File: config.mk
export PLATFORM = sky130hd
export DESIGN_NAME = tcem_dev_flat
export DESIGN_NICKNAME = d
export VERILOG_FILES = /design/src/hdl/tcem_pkg.sv /design/src/hdl/tcem_if.sv /design/src/hdl/tcem_dev.sv /design/src/flat_wrapper.sv
export VERILOG_INCLUDE_DIRS = /design/src /design/src/hdl
export SDC_FILE = /design/constraint.sdc
export NUM_CORES = 1
export LEC_CHECK = 0
export ABC_CLOCK_PERIOD_IN_PS = 11200
export BUFFER_PORTS_ARGS = -buffer_cell sky130_fd_sc_hd__buf_2
export CAP_MARGIN = 15
export CORE_MARGIN = 2
export CORE_UTILIZATION = 35
export DETAILED_ROUTE_END_ITERATION = 16
export GPL_ROUTABILITY_DRIVEN = 0
export PLACE_DENSITY = 0.58
export SLEW_MARGIN = 20
export SYNTH_ARGS = -nofsm -noshare
export SYNTH_HDL_FRONTEND = slang
export SYNTH_SLANG_ARGS = --single-unit
File: constraint.sdc
create_clock -name clk -period 11.2 [get_ports clk]
set_input_delay 0.56 -clock clk [delete_from_list [all_inputs] [get_ports clk]]
set_output_delay 0.56 -clock clk [all_outputs]
set_load 0.02 [all_outputs]
File: src/hdl/tcem_params.svh
// Constants for the terminal event message block
`ifndef TCEM_PARAMS_SVH
`define TCEM_PARAMS_SVH
`define TCEM_NCH         8
`define TCEM_MSG_BYTES   16
`define TCEM_QDEPTH      96
`define TCEM_OP_TXDONE   8'h01
`define TCEM_OP_INAVAIL  8'h02
`define TCEM_OP_DLDONE   8'h03
`define TCEM_OP_CDON     8'h04
`define TCEM_OP_CDOFF    8'h05
`define TCEM_OP_INIT     8'h06
`define TCEM_OP_BAUD     8'h07
`define TCEM_OP_SPECIAL  8'h08
`define TCEM_OP_DSRON    8'h09
`define TCEM_OP_DSROFF   8'h0a
`define TCEM_OP_RION     8'h0b
`define TCEM_OP_RIOFF    8'h0c
`define TCEM_OP_CLRRX    8'h15
`define TCEM_OFS_BIAS    16'h4000
`define TCEM_RX_LEN      16'h0400
`define TCEM_FLAG_SIGNAL 8'h02
`endif

File: src/hdl/tcem_pkg.sv
// Types shared by both ends of the event message link
package tcem_pkg;
  typedef logic [7:0] tcem_byte_t;
  typedef logic [127:0] tcem_msg_t;
endpackage

File: src/hdl/tcem_if.sv
// Link between controller and host: one 16-byte message each way
`timescale 1ns/1ps
interface tcem_if;
  import tcem_pkg::*;
  // Outbound (controller to host) message stream
  logic      out_valid;
  logic      out_ready;
  tcem_msg_t out_msg;
  // Inbound (host to controller) message stream
  logic      in_valid;
  logic      in_ready;
  tcem_msg_t in_msg;
  modport dev  (output out_valid, output out_msg, input out_ready,
                input in_valid, input in_msg, output in_ready);
  modport host (input out_valid, input out_msg, output out_ready,
                output in_valid, output in_msg, input in_ready);
endinterface

File: src/hdl/tcem_dev.sv
// Controller end: builds event messages and handles buffer releases
`timescale 1ns/1ps
`include "tcem_params.svh"
// Summary of operation
// - host releases no more than reported
// - resend input-available if characters remain
// - transmit-complete carries channel and count
// - reported count is characters actually sent
// - host waits transmit-complete before next; the host's tx_allowed is never cleared, so it never waits
// - input-available carries count and offset
// - one input-available outstanding per channel
// - drop parity errors, framing error stores zero
// - keep parity bit, pad short formats ones
// - reported offset biased by 16384
// - host wraps circular receive buffer reads
// - download-complete gates next download; the host's dl_allowed is never cleared, so nothing is gated
// - carrier rise sends carrier-detect
// - assert-DTR with carrier sends carrier-detect
// - carrier fall sends carrier-loss
// - initialize reply carries active line map
// - autobaud-complete carries channel and rate
// - special character above high-water reported
// - DSR changes reported when enabled
// - RI changes reported both ways
// - sixteen bytes, reserved bytes zero
// - release without outstanding is ignored
// - host enqueues inbound messages in order
module tcem_dev
  import tcem_pkg::*;
(
  input  wire logic            clk,
  input  wire logic            rst_b,
  tcem_if.dev                  lnk,
  input  wire logic            tx_done,
  input  wire logic [2:0]      tx_chan,
  input  wire logic [7:0]      tx_sent,
  input  wire logic            rx_strobe,
  input  wire logic [2:0]      rx_chan,
  input  wire logic [7:0]      rx_char,
  input  wire logic [1:0]      rx_bits,
  input  wire logic            rx_parity_err,
  input  wire logic            rx_frame_err,
  input  wire logic [7:0]      special_mode,
  input  wire logic [7:0]      special_char,
  input  wire logic [15:0]     high_water,
  input  wire logic            dl_done,
  input  wire logic            init_done,
  input  wire logic [7:0]      init_lines,
  input  wire logic            baud_done,
  input  wire logic [2:0]      baud_chan,
  input  wire logic [15:0]     baud_rate,
  input  wire logic            dtr_assert,
  input  wire logic [2:0]      dtr_chan,
  input  wire logic [7:0]      dsr_report,
  input  wire logic [7:0]      cd_pin,
  input  wire logic [7:0]      dsr_pin,
  input  wire logic [7:0]      ri_pin,
  output logic                 busy,
  output logic                 rx_store,
  output logic [2:0]           rx_store_chan,
  output logic [7:0]           rx_store_data
);
  typedef enum {TCEM_IDLE, TCEM_SEND} tcem_state_t;
  tcem_state_t state;
  logic [7:0]  cd_m, cd_s, cd_q, dsr_m, dsr_s, dsr_q, ri_m, ri_s, ri_q;
  logic [15:0] cnt [`TCEM_NCH];
  logic [15:0] head [`TCEM_NCH];
  logic [7:0]  pick, pmask, src;
  logic [2:0]  pch;
  logic        strobe_hit, spec_hit, send_pick;
  logic [7:0]  outst;
  logic [7:0]  mdm_pend_cd_on, mdm_pend_cd_off, mdm_pend_dsr_on, mdm_pend_dsr_off;
  logic [7:0]  mdm_pend_ri_on, mdm_pend_ri_off, ia_pend;
  logic        rel_take;
  logic [2:0]  rel_ch;
  logic [15:0] rel_n;
  logic        good;
  logic [7:0]  stored;

  // Pack a two-argument message, reserved bytes zero
  function automatic tcem_msg_t mk(input tcem_byte_t op, input logic [2:0] ch,
                                   input logic [31:0] arg);
    mk = {80'h0, arg, 5'h00, ch, op};
  endfunction

  // Two-flop synchronisers for modem pins
  always_ff @(posedge clk or negedge rst_b)
  begin
    if (!rst_b)
    begin
      {cd_m, cd_s, cd_q}    <= '0;
      {dsr_m, dsr_s, dsr_q} <= '0;
      {ri_m, ri_s, ri_q}    <= '0;
    end
    else
    begin
      cd_m <= cd_pin;   cd_s <= cd_m;   cd_q <= cd_s;
      dsr_m <= dsr_pin; dsr_s <= dsr_m; dsr_q <= dsr_s;
      ri_m <= ri_pin;   ri_s <= ri_m;   ri_q <= ri_s;
    end
  end

  // parity errors dropped, framing errors become zero
  assign good = rx_strobe && !rx_parity_err;
  // a 6-bit char keeps parity in bit 6, so only bit 7 pads high
  // a 7-bit char keeps parity in bit 7 and passes as received
  always_comb
  begin
    stored = rx_char;
    if (rx_frame_err)
      stored = 8'h00;
    else if (rx_bits == 2'd0)
      stored = rx_char | 8'h80;
  end

  // Release decode; ignore if nothing outstanding
  assign rel_ch   = lnk.in_msg[10:8];
  assign rel_n    = lnk.in_msg[31:16];
  assign rel_take = lnk.in_valid && lnk.in_msg[7:0] == `TCEM_OP_CLRRX && outst[rel_ch];
  assign lnk.in_ready = 1'b1;

  // Strobes outrank queued flags; a flag clears only when its own message goes
  assign strobe_hit = tx_done || dl_done || init_done || baud_done;
  // the new character is not yet counted in the buffered total
  assign spec_hit   = good && special_mode[rx_chan] && stored == special_char
                      && cnt[rx_chan] >= high_water;
  assign send_pick  = state == TCEM_IDLE && !strobe_hit && !spec_hit;
  function automatic logic [7:0] taken(input tcem_byte_t code);
    taken = (send_pick && pick == code) ? pmask : 8'h00;
  endfunction

  // Receive buffer store and per-channel accounting
  always_ff @(posedge clk or negedge rst_b)
  begin
    if (!rst_b)
    begin
      rx_store      <= 1'b0;
      rx_store_chan <= 3'h0;
      rx_store_data <= 8'h00;
      for (int i = 0; i < `TCEM_NCH; i++)
      begin
        cnt[i]  <= 16'h0000;
        head[i] <= 16'h0000;
      end
    end
    else
    begin
      rx_store      <= good;
      rx_store_chan <= rx_chan;
      rx_store_data <= stored;
      for (int i = 0; i < `TCEM_NCH; i++)
        cnt[i] <= cnt[i] + ((good && rx_chan == 3'(i)) ? 16'h0001 : 16'h0000)
                  - ((rel_take && rel_ch == 3'(i)) ? rel_n : 16'h0000);
      if (rel_take)
        head[rel_ch] <= (head[rel_ch] + rel_n) % `TCEM_RX_LEN;
    end
  end

  // Pending event flags; set wins over clear
  always_ff @(posedge clk or negedge rst_b)
  begin
    if (!rst_b)
    begin
      {mdm_pend_cd_on, mdm_pend_cd_off} <= '0;
      {mdm_pend_dsr_on, mdm_pend_dsr_off, mdm_pend_ri_on, mdm_pend_ri_off} <= '0;
    end
    else
    begin
      // carrier rise, DTR with carrier present
      mdm_pend_cd_on <= (mdm_pend_cd_on & ~taken(`TCEM_OP_CDON)) | (cd_s & ~cd_q)
                        | ((dtr_assert && cd_s[dtr_chan]) ? (8'h01 << dtr_chan) : 8'h00);
      mdm_pend_cd_off <= (mdm_pend_cd_off & ~taken(`TCEM_OP_CDOFF)) | (~cd_s & cd_q);
      mdm_pend_dsr_on <= (mdm_pend_dsr_on & ~taken(`TCEM_OP_DSRON))
                         | (dsr_s & ~dsr_q & dsr_report);
      mdm_pend_dsr_off <= (mdm_pend_dsr_off & ~taken(`TCEM_OP_DSROFF))
                          | (~dsr_s & dsr_q & dsr_report);
      mdm_pend_ri_on <= (mdm_pend_ri_on & ~taken(`TCEM_OP_RION)) | (ri_s & ~ri_q);
      mdm_pend_ri_off <= (mdm_pend_ri_off & ~taken(`TCEM_OP_RIOFF)) | (~ri_s & ri_q);
    end
  end

  // Arbitration: pick holds the winning class's opcode, lowest channel first
  always_comb
  begin
    pick = 8'h00;
    src  = 8'h00;
    if (|mdm_pend_cd_on)        begin pick = `TCEM_OP_CDON; src = mdm_pend_cd_on; end
    else if (|mdm_pend_cd_off)  begin pick = `TCEM_OP_CDOFF; src = mdm_pend_cd_off; end
    else if (|mdm_pend_dsr_on)  begin pick = `TCEM_OP_DSRON; src = mdm_pend_dsr_on; end
    else if (|mdm_pend_dsr_off) begin pick = `TCEM_OP_DSROFF; src = mdm_pend_dsr_off; end
    else if (|mdm_pend_ri_on)   begin pick = `TCEM_OP_RION; src = mdm_pend_ri_on; end
    else if (|mdm_pend_ri_off)  begin pick = `TCEM_OP_RIOFF; src = mdm_pend_ri_off; end
    else if (|ia_pend)          begin pick = `TCEM_OP_INAVAIL; src = ia_pend; end
    pch = 3'h0;
    for (int i = `TCEM_NCH - 1; i >= 0; i--)
      if (src[i])
        pch = 3'(i);
    pmask = 8'h01 << pch;
  end

  // input-available wanted when data waits and none outstanding
  always_comb
    for (int i = 0; i < `TCEM_NCH; i++)
      ia_pend[i] = !outst[i] && cnt[i] != 16'h0000;

  // Message sender: direct strobes take priority, then pending flags
  always_ff @(posedge clk or negedge rst_b)
  begin
    if (!rst_b)
    begin
      state         <= TCEM_IDLE;
      lnk.out_valid <= 1'b0;
      lnk.out_msg   <= '0;
      outst         <= 8'h00;
      busy          <= 1'b0;
    end
    else
    begin
      // release frees channel, new input-available follows if data remains
      if (rel_take)
        outst[rel_ch] <= 1'b0;
      unique case (state)
        TCEM_IDLE:
        begin
          busy <= 1'b0;
          if (tx_done)
            lnk.out_msg <= mk(`TCEM_OP_TXDONE, tx_chan, {24'h0, tx_sent});
          else if (dl_done)
            lnk.out_msg <= mk(`TCEM_OP_DLDONE, 3'h0, 32'h0);
          // active line bitmap in byte 2
          else if (init_done)
            lnk.out_msg <= mk(`TCEM_OP_INIT, 3'h0, {24'h0, init_lines});
          else if (baud_done)
            lnk.out_msg <= mk(`TCEM_OP_BAUD, baud_chan, {16'h0, baud_rate});
          else if (spec_hit)
            lnk.out_msg <= mk(`TCEM_OP_SPECIAL, rx_chan, {24'h0, stored});
          else if (pick == `TCEM_OP_INAVAIL)
            lnk.out_msg <= mk(`TCEM_OP_INAVAIL, pch,
                              {head[pch] + `TCEM_OFS_BIAS, cnt[pch]});
          else if (pick != 8'h00)
            lnk.out_msg <= mk(pick, pch, 32'h0);
          if (strobe_hit || spec_hit || pick != 8'h00)
          begin
            lnk.out_valid <= 1'b1;
            busy          <= 1'b1;
            state         <= TCEM_SEND;
            if (send_pick && pick == `TCEM_OP_INAVAIL)
              outst[pch] <= 1'b1;
          end
        end
        TCEM_SEND:
          // hold message while queue is full
          if (lnk.out_ready)
          begin
            lnk.out_valid <= 1'b0;
            state         <= TCEM_IDLE;
          end
      endcase
    end
  end
endmodule

File: src/flat_wrapper.sv
// flat-port wrapper written by rule: the top's interface ports become plain ports
module tcem_dev_flat import tcem_pkg::*;
  (clk, rst_b, tx_done, tx_chan, tx_sent, rx_strobe, rx_chan, rx_char, rx_bits, rx_parity_err, rx_frame_err, special_mode, special_char, high_water, dl_done, init_done, init_lines, baud_done, baud_chan, baud_rate, dtr_assert, dtr_chan, dsr_report, cd_pin, dsr_pin, ri_pin, busy, rx_store, rx_store_chan, rx_store_data, lnk_out_valid, lnk_out_msg, lnk_out_ready, lnk_in_valid, lnk_in_msg, lnk_in_ready);
  tcem_if lnk_i ();
  input  wire logic clk;
  input  wire logic rst_b;
  input  wire logic tx_done;
  input  wire logic [2:0] tx_chan;
  input  wire logic [7:0] tx_sent;
  input  wire logic rx_strobe;
  input  wire logic [2:0] rx_chan;
  input  wire logic [7:0] rx_char;
  input  wire logic [1:0] rx_bits;
  input  wire logic rx_parity_err;
  input  wire logic rx_frame_err;
  input  wire logic [7:0] special_mode;
  input  wire logic [7:0] special_char;
  input  wire logic [15:0] high_water;
  input  wire logic dl_done;
  input  wire logic init_done;
  input  wire logic [7:0] init_lines;
  input  wire logic baud_done;
  input  wire logic [2:0] baud_chan;
  input  wire logic [15:0] baud_rate;
  input  wire logic dtr_assert;
  input  wire logic [2:0] dtr_chan;
  input  wire logic [7:0] dsr_report;
  input  wire logic [7:0] cd_pin;
  input  wire logic [7:0] dsr_pin;
  input  wire logic [7:0] ri_pin;
  output logic busy;
  output logic rx_store;
  output logic [2:0] rx_store_chan;
  output logic [7:0] rx_store_data;
  output wire logic [$bits(lnk_i.out_valid)-1:0] lnk_out_valid;
  output wire logic [$bits(lnk_i.out_msg)-1:0] lnk_out_msg;
  input wire logic [$bits(lnk_i.out_ready)-1:0] lnk_out_ready;
  input wire logic [$bits(lnk_i.in_valid)-1:0] lnk_in_valid;
  input wire logic [$bits(lnk_i.in_msg)-1:0] lnk_in_msg;
  output wire logic [$bits(lnk_i.in_ready)-1:0] lnk_in_ready;
  assign lnk_out_valid = lnk_i.out_valid;
  assign lnk_out_msg = lnk_i.out_msg;
  assign lnk_i.out_ready = lnk_out_ready;
  assign lnk_i.in_valid = lnk_in_valid;
  assign lnk_i.in_msg = lnk_in_msg;
  assign lnk_in_ready = lnk_i.in_ready;
  tcem_dev u_core (.clk(clk), .rst_b(rst_b), .lnk(lnk_i), .tx_done(tx_done), .tx_chan(tx_chan), .tx_sent(tx_sent), .rx_strobe(rx_strobe), .rx_chan(rx_chan), .rx_char(rx_char), .rx_bits(rx_bits), .rx_parity_err(rx_parity_err), .rx_frame_err(rx_frame_err), .special_mode(special_mode), .special_char(special_char), .high_water(high_water), .dl_done(dl_done), .init_done(init_done), .init_lines(init_lines), .baud_done(baud_done), .baud_chan(baud_chan), .baud_rate(baud_rate), .dtr_assert(dtr_assert), .dtr_chan(dtr_chan), .dsr_report(dsr_report), .cd_pin(cd_pin), .dsr_pin(dsr_pin), .ri_pin(ri_pin), .busy(busy), .rx_store(rx_store), .rx_store_chan(rx_store_chan), .rx_store_data(rx_store_data));
endmodule
**Yosys cells after proc, flatten, opt, wreduce, memory -nomap -nowiden**

Cells that the tools add are included.
W data, S select, Z words.

- Register bits after elaboration: 558
- Input bits: 258
- Output and inout bits: 143
- Logic and storage cells: 308

- $add $sub $neg: 18
- $lt $le $gt $ge: 11
- Equality and inequality tests: 26
- Shift operators: 2
- Multiplexer cells: 90
- Bitwise gates (word level): 39
- Reduce and logical (&&, ||, !) cells: 83

Operators by type and width:

| kind | number |
|---|---|
| $mux W128 | 7 |
| $mux W16 | 15 |
| $mux W8 | 26 |
| $bmux W16 S3 | 4 |
| $add A16 B16 Y16 | 8 |
| $bwmux W128 | 1 |
| $reduce_bool A16 Y1 | 8 |
| $sub A16 B16 Y16 | 8 |
| $and A8 B8 Y8 | 15 |
| $not A8 Y8 | 13 |
| $logic_not A32 Y1 | 2 |
| $mux W32 | 2 |
| $or A8 B8 Y8 | 8 |
| $pmux W32 S2 | 1 |
| $reduce_or A8 Y1 | 7 |
| $demux W16 S3 | 1 |
| $logic_and A1 B1 Y1 | 43 |
| $eq A32 B1 Y1 const B | 1 |
| $eq A8 B4 Y1 const B | 4 |
| $eq A3 B3 Y1 const B | 8 |
| $mux W3 | 8 |
| $mux W10 | 2 |
| $add A16 B15 Y16 const B | 1 |
| $eq A8 B3 Y1 const B | 2 |
| other kinds (27) | 74 |

**Longest topological paths before layout**

Gate-level depths: netlist of the first run.

- Depth in word-level cells: 29
- Depth in mapped cells: 22
- Mapped depth without buffers: 21

**Least setup slack after synthesis of the first run**

Ideal clock, no wire load.

- Path type: input port to flip-flop
- Start: input rx_chan[1]
- End: register u_core.lnk.out_msg[23]
- Library setup time: 0.077 ns
- Arrival time: 4.625 ns
- Required time: 11.123 ns
- Slack: 6.498 ns
- Stages: 15
- Buffers on the path: 3
- Cell sequence: buf_2 -> buf_1 -> mux4_2 -> mux2_2 -> ha_1 -> a21o_1 -> a21o_1 -> a221oi_1 -> o31ai_1 -> nand2_1 -> or3b_1 -> clkbuf_1 -> or3_1 -> a221o_1 -> a21oi_1

- Cells in the longest elaborated chain, start to end: 11
- Elaborated cells on any way between the ends: 17
- Those cells by class: order compare (1); mux (10); bitwise (1); reduce/logical (5)

RTL lines:

| item | RTL line | source |
|---|---|---|
| start: declaration | flat_wrapper.sv:11 | `input wire logic [2:0] rx_chan;` |
| $not A3 Y4 (not written as such) | tcem_dev.sv:126 | `&& cnt[rx_chan] >= high_water;` |
| $bmux W16 S3 | tcem_dev.sv:126 |  |
| $mux W16 (not written as such) (2 in series) | tcem_dev.sv:126 |  |
| $ge A16 B16 Y1 | tcem_dev.sv:126 |  |
| $logic_and A1 B1 Y1 (*) | tcem_dev.sv:126 |  |
| $mux W128 | tcem_dev.sv:235 | `else if (spec_hit)` |
| $mux W128 | tcem_dev.sv:233 | `else if (baud_done)` |
| $mux W128 | tcem_dev.sv:231 | `else if (init_done)` |
| $mux W128 | tcem_dev.sv:228 | `else if (dl_done)` |
| $mux W128 | tcem_dev.sv:226 | `if (tx_done)` |
| end signal: assignment | tcem_dev.sv:227 | `` lnk.out_msg <= mk(`TCEM_OP_TXDONE, tx_chan, {24'h0, tx_sent}); `` |
| end signal: assignment | tcem_dev.sv:229 | `` lnk.out_msg <= mk(`TCEM_OP_DLDONE, 3'h0, 32'h0); `` |
| end signal: assignment | tcem_dev.sv:232 | `` lnk.out_msg <= mk(`TCEM_OP_INIT, 3'h0, {24'h0, init_lines}); `` |
| end: declaration | tcem_if.sv:13 | `modport dev (output out_valid, output out_msg, input out_ready,` |

Every way passes the cells marked *; elsewhere a longest branch is shown, timed or not. The select of a mux whose other input is x is not followed.
A chain may end at the register's enable or synchronous reset.

**Final worst setup path of the first run**

- Start: input rx_chan[1]
- End: register u_core.lnk.out_msg[20]

Same word-level chain as after synthesis.

==> results of run 1 <==
-- worst max-delay path, cell delays in order --
cell and delay [ps]:
buf_2 280, buf_4 540, mux4_2 560, mux2_2 270, ha_1 300, and4_1 250
o211ai_1 120, o31ai_1 830, nand2_1 500, a31oi_2 820, buf_4 380, nand3_1 270
a221oi_1 380, nor2_1 160, a41o_1 290
-- power by group through the flow --
stage | Clock, mW | Sequential [mW] | Combinational (mW)
6_report | 1.60 | 2.24 | 3.90
5_1_grt | 1.68 | 2.25 | 4.39
4_1_cts | 1.63 | 2.22 | 3.87
3_5_place_dp | 0 | 2.25 | 3.84
3_3_place_gp | 0 | 2.24 | 3.78
2_1_floorplan | 0 | 2.05 | 2.99
-- cell usage in the layout, fill, tap and decap left out, types with 14 or more instances in the layout --
master	instances
dfrtp_1	384
nand2_1	355
ha_1	265
o21ai_0	259
buf_2	203
nor2_1	173
inv_1	147
xnor2_1	98
conb_1	95
a21oi_1	92
mux4_2	55
nor4_1	49
nand3_1	47
clkbuf_16	46
nor3_1	45
mux2_2	35
nor2b_1	33
o22ai_1	33
and3_1	27
buf_4	25
o221ai_1	21
a21o_1	20
or3_1	19
mux2i_1	18
xor2_1	18
a21boi_0	17
o31ai_1	16
or2_2	15
o21bai_1	14
o211ai_1	14
-- kinds of logic (layout without fill, tap and decap cells) --
| logic type | after synthesis | in the layout | share of synthesized area [%] |
|---|---|---|---|
| and+or+nand+nor | 851 | 851 | 15.5 |
| AOI/OAI and AO/OA | 640 | 640 | 15.8 |
| DFF | 384 | 384 | 37.4 |
| buffers and inverters | 354 | 459 | 6.65 |
| adders and majority gates | 274 | 274 | 13.6 |
| xor gates and xnor gates | 116 | 116 | 3.95 |
| muxes | 109 | 109 | 7.09 |
| other | 2 | 95 | 0.0292 |
-- metal layers --
layer  GRT usage [%]  wire [µm]
met1            31.8      38600
met2            35.6      38800
met3            4.89       7190
met4            6.83       2590
met5               0         47
-- worst min path at each step --
stage	from	endpoint	slack [ps]
after floorplan	rst_b	u_core.busy	260
after global placement	u_core.dsr_m[4]	u_core.dsr_s[4]	330
after detailed placement	u_core.ri_m[0]	u_core.ri_s[0]	330
after CTS	rst_b	u_core.lnk.out_msg[0]	20
after global routing	rst_b	u_core.lnk.out_msg[0]	50
final	rst_b	u_core.ri_m[0]	-0.2
-- final cells by class --
class	instances	area [µm²]
clock buffer	62	1280
clock inverter	20	304
fill	7297	43900
inverter	147	552
multi-input combinational	2085	14800
sequential	384	9610
tap	959	1200
timing repair buffer	230	1240
==> impl_metrics.tcl, run 1 <==
set metrics [dict create \
    critPathMaxFanout 32 \
    drtPass1Iterations 5 \
    ys_seq_elements 384 \
    worst_slack_ps 5070 \
    dp_slack_ps 4580 \
    rsz0062_at_grt "false" \
    p_switching_mw 3.27 \
    holdWs_ps -0.250 \
    reg_top3 "u_core.cnt x128, u_core.head x80, u_core.lnk.out_msg x34" \
    pwr-share-seq_pct 28.9 \
    area_growth_syn_to_layout_pct 12.7 \
    ioPinCount 401 \
    power.total_mw 7.74 \
    cts.path.max_buffers 3 \
    numPlacedInstances 3805 \
    vias 21500 \
    nNetsFinal 3425 \
    routedWlPerCell_um 22.5 \
    ys.flop_type "dfrtp_1" \
    fin_area_mm2 0.0290 \
    dieHeight_um 275 \
    slew-limit-headroom_pct 31.0 \
    clk_latency_ps 590 \
    hpwlAfterDp_um 65100 \
    utilization_pct 39.8 \
    totalWireLength_um 87300 \
    root_buffer "clkbuf_16" \
    skew_ps 25.4 \
    die_w_um 275 \
    finalSetupTns_ps 0 \
    rr_worst_depth 13 \
    htree_levels 2 \
    worstSetupEndpointType "flip-flop" \
    clkPwrFrac_pct 20.7 \
    arrival_ps 6590 \
    status "complete, but fails checks" \
    yosysMostFrequentCell "dfrtp_1" \
    avgSynthCellArea_um2 9.42 \
    reg2reg_to "u_core.lnk.out_msg[20]" \
    cts_setup_buffers 0 \
    clkSinkCount 384 \
    p_int_mw 4.47 \
    ir_drop_v 0.000139 \
    drv_cap 0 \
    crit_type "input port to flip-flop" \
    synth_cells 2730 \
    antenna_found_initial 4 \
    holdBufCountCts 0 \
    sw_frac_of_total_pct 42.2 \
    grt_pass1_vias 20400 \
    ys_types 80 \
    p_comb_share_pct 50.4 \
    cp.required_ps 11670 \
    worstMarginPinSlew_ps 1030 \
    track_usage_pct 22.9 \
    ant_nets 0 \
    synth.area.top_cells "dfrtp_1 37%, ha_1 13%, nand2_1 5.2%" \
    dieArea_mm2 0.0757 \
    fin_cells 3887 \
    cts_resized 0 \
    synthArstFlopShare_pct 100 \
    route.detailed.drc 0 \
    fmax_mhz 163 \
    rrSetupSlack_ps 5480 \
    min_path_type "input port to asynchronous set/reset pin" \
    synth.top_cell.area_share_pct 37.4 \
    antennaDiodeCount 0 \
    grt-ovfl-total 0 \
    placement.io_buffers 204 \
    setup_viol 0 \
    finalHoldViolCount 3 \
    period_share_pct 54.7 \
    largest_reg_flops 128 \
    drive_above_1_share_pct 14.7 \
    drtIter0Drc 2075 \
    grt_start_max_net_pins 161 \
    endpoint "u_core.lnk.out_msg[20]" \
    cts_made_buffers 45 \
    synth-edff-count 0 \
    synth_top_area_cell "dfrtp_1" \
    violations "hold timing" \
    clk_pin_slew_ps 70 \
    regToRegStartpoint "u_core.cnt[15]" \
    grt_pass1_wl_um 131000 \
    largest_register "u_core.cnt" \
    core_mm2 0.0728 \
    drv_slew 0 \
    p_leak_nw 12.5 \
    powerDensity_mw_per_mm2 267 \
    placed_area_mm2 0.0274 \
    yosysSeqAreaShare_pct 37.4 \
    initial_core_util_pct 35.3 \
    cts_tree "built" \
    crit_start "rx_chan[1]" \
    syn_area_mm2 0.0257 \
    synth_common_cells "384 x dfrtp_1, 355 x nand2_1, 265 x ha_1" \
    vias_per_cell 5.54 \
    ys.warnings.count 0 \
    final.min_clock_period_ps 6130 \
    num_rows 99 \
    cp-start-kind "input port" \
]
(Power assumes the default switching activity.)
==> run 2: changes to the inputs <==
--- a/config.mk
+++ b/config.mk
@@ -6,7 +6,8 @@
 export SDC_FILE = /design/constraint.sdc
 export NUM_CORES = 1
 export LEC_CHECK = 0
-export ABC_CLOCK_PERIOD_IN_PS = 11200
+export ABC_AREA = 1
+export ABC_CLOCK_PERIOD_IN_PS = 5720
 export BUFFER_PORTS_ARGS = -buffer_cell sky130_fd_sc_hd__buf_2
 export CAP_MARGIN = 15
 export CORE_MARGIN = 2
==> constraint.sdc (replaced) <==
create_clock -name clk -period 5.72 [get_ports clk]
set_input_delay 0.286 -clock clk [delete_from_list [all_inputs] [get_ports clk]]
set_output_delay 0.286 -clock clk [all_outputs]
set_load 0.02 [all_outputs]
==> run 2 against run 1 <==
Effect of this change:
- the run now ends clean
- clock-buffer cell count unchanged
- power up 81%
- register-to-register slack worse by 4400 ps
- via count up 2.4%
- sequential share of layout area down 0.37 points
- clock power up 100%
==> impl_metrics.tcl, run 2 <==
set metrics [dict create \
    yosysMostFrequentCell "nand2_1" \
    synth_cells 3154 \
    rr_worst_depth 23 \
    largest_reg_flops 128 \
    ys_seq_elements 384 \
    syn_area_mm2 0.0253 \
    powerDensity_mw_per_mm2 478 \
    period_share_pct 83.2 \
    min_path_type "input port to flip-flop" \
    crit_type "input port to flip-flop" \
    max_stage_delay_ps 520 \
    synth_common_cells "685 x nand2_1, 384 x dfrtp_1, 311 x nor2_1" \
    cts_made_buffers 47 \
    dieHeight_um 273 \
    ioPinCount 401 \
    worst_slack_ps 959 \
    worstMarginPinSlew_ps 975 \
    reg2reg_to "u_core.cnt[14]" \
    root_buffer "clkbuf_16" \
    grt_pass1_vias 20900 \
    die_w_um 273 \
    synth_top_area_cell "dfrtp_1" \
    synth-edff-count 0 \
    p_leak_nw 14.1 \
    avgSynthCellArea_um2 8.03 \
    drv_cap 0 \
    drtIter0Drc 2087 \
    drive_above_1_share_pct 10.6 \
    holdWs_ps 25.3 \
    status "finished, final reports clean" \
    slew-limit-headroom_pct 35.0 \
    area_growth_syn_to_layout_pct 15.8 \
    synth.area.top_cells "dfrtp_1 38%, ha_1 13%, nand2_1 10%" \
    ir_drop_v 0.000202 \
    routedWlPerCell_um 19.1 \
    finalHoldViolCount 0 \
    ys_types 57 \
    cts_resized 0 \
    clk_latency_ps 610 \
    vias_per_cell 5.02 \
    vias 22100 \
    power.total_mw 14.0 \
    ys.flop_type "dfrtp_1" \
    utilization_pct 41.0 \
    initial_core_util_pct 35.4 \
    arrival_ps 5260 \
    dp_slack_ps 746 \
    grt_start_max_net_pins 158 \
    reg_top3 "u_core.cnt x128, u_core.head x80, u_core.lnk.out_msg x34" \
    cp-start-kind "input port" \
    core_mm2 0.0715 \
    rrSetupSlack_ps 1110 \
    cp.required_ps 6220 \
    worstHoldEndpoint "u_core.lnk.out_msg[20]" \
    cts.path.max_buffers 3 \
    worstSetupEndpointType "flip-flop" \
    final_common_cell "nand2_1" \
    holdBufCountCts 60 \
    fill_cells 7274 \
    largest_register "u_core.cnt" \
    grt_pass1_wl_um 126000 \
    synth.top_cell.area_share_pct 38.0 \
    min-delay-start "tx_sent[4]" \
    ant_nets 0 \
    totalWireLength_um 83900 \
    clkSinkCount 384 \
    finalSetupTns_ps 0 \
    track_usage_pct 22.1 \
    regToRegStartpoint "u_core.outst[7]" \
    htree_levels 2 \
    skew_ps 37.4 \
    setup_viol 0 \
    hold-path-cell-count 3 \
    drtPass1Iterations 6 \
    clk_pin_slew_ps 60 \
    slowest_stage "dlygate4sd3_1" \
    synthArstFlopShare_pct 100 \
    layout_common_cells "684 x nand2_1, 384 x dfrtp_1, 310 x nor2_1" \
    antenna_found_initial 4 \
    placement.io_buffers 204 \
    cp_common_cell "nand2_1" \
    cts_tree "built" \
    hpwlAfterDp_um 62200 \
    yosysSeqAreaShare_pct 38.0 \
    grt-ovfl-total 0 \
    final.min_clock_period_ps 4760 \
    dieArea_mm2 0.0745 \
    num_rows 98 \
    rsz0062_at_grt "false" \
    nNetsFinal 3935 \
    ys.warnings.count 0 \
    critPathMaxFanout 17 \
    cts_setup_buffers 0 \
    drv_slew 0 \
    route.detailed.drc 0 \
    fmax_mhz 210 \
]
[run 2: worst max-delay path by stage]
| stage | startpoint | end | slack, ps |
|---|---|---|---|
| 6_report | rx_chan[1] | u_core.lnk.out_msg[0] | 960 |
| 5_1_grt | rx_chan[1] | u_core.lnk.out_msg[0] | 420 |
| 4_1_cts | rx_chan[1] | u_core.lnk.out_msg[0] | 960 |
| 3_5_place_dp | lnk_in_msg[8] | u_core.cnt[14] | 750 |
| 3_3_place_gp | lnk_in_msg[8] | u_core.cnt[14] | 790 |
| 2_1_floorplan | lnk_in_msg[8] | u_core.cnt[62] | 1480 |
[run 2: cell type report]
type                            instances  area, µm²  share of cell area, %
Tap cell                              950       1190                   4.06
Clock inverter                         23        325                   1.11
Inverter                              318       1200                   4.08
Clock buffer                           62       1350                   4.62
Multi-Input combinational cell       2349      13700                   46.7
Antenna cell                            1       2.50                0.00854
Sequential cell                       384       9610                   32.8
Timing Repair Buffer                  303       1940                   6.61
[run 2: power by group]
group / total [mW] / switching [mW] / internal [mW] / leakage, nW
registers: 4.15 / 0.717 / 3.43 / 4.53
clock network: 3.24 / 1.29 / 1.95 / 0.815
logic: 6.61 / 3.90 / 2.71 / 8.75
[run 2: metal layers]
layer  GRT usage [%]  vias up  share of wire, %  wire (µm)
li1                -    10800                 -          -
met1            30.7    10300                45      37400
met2            34.9      805                45      37600
met3            4.31      129               7.9       6620
met4            6.43        6               2.7       2260
met5               0        -             0.039         33
[run 2: cells by family after synthesis]
kind of cell	after synthesis	share of synthesized area, %
AOI/OAI and AO/OA	577	13.0
xor gates and xnor gates	140	4.84
other	2	0.0297
DFF	384	38.0
adders and majority gates	274	13.8
and+or+nand+nor	1257	20.8
buffers and inverters	514	9.36
muxes	6	0.237
[run 2: stage by stage]
step / cells / instance area (µm²)
floorplan: 3247 / 25700
detailed placement: 4244 / 27000
global route: 4390 / 29300
CTS: 4389 / 29300
global placement: 4244 / 27000
finish: 4390 / 29300
[run 2: worst max-delay path: cells and delay by family]
kind            cells  cell delay, ps
simple gates       13            2110
fa+ha+maj           1             360
buf+inv             7            1680
compound gates      4             800
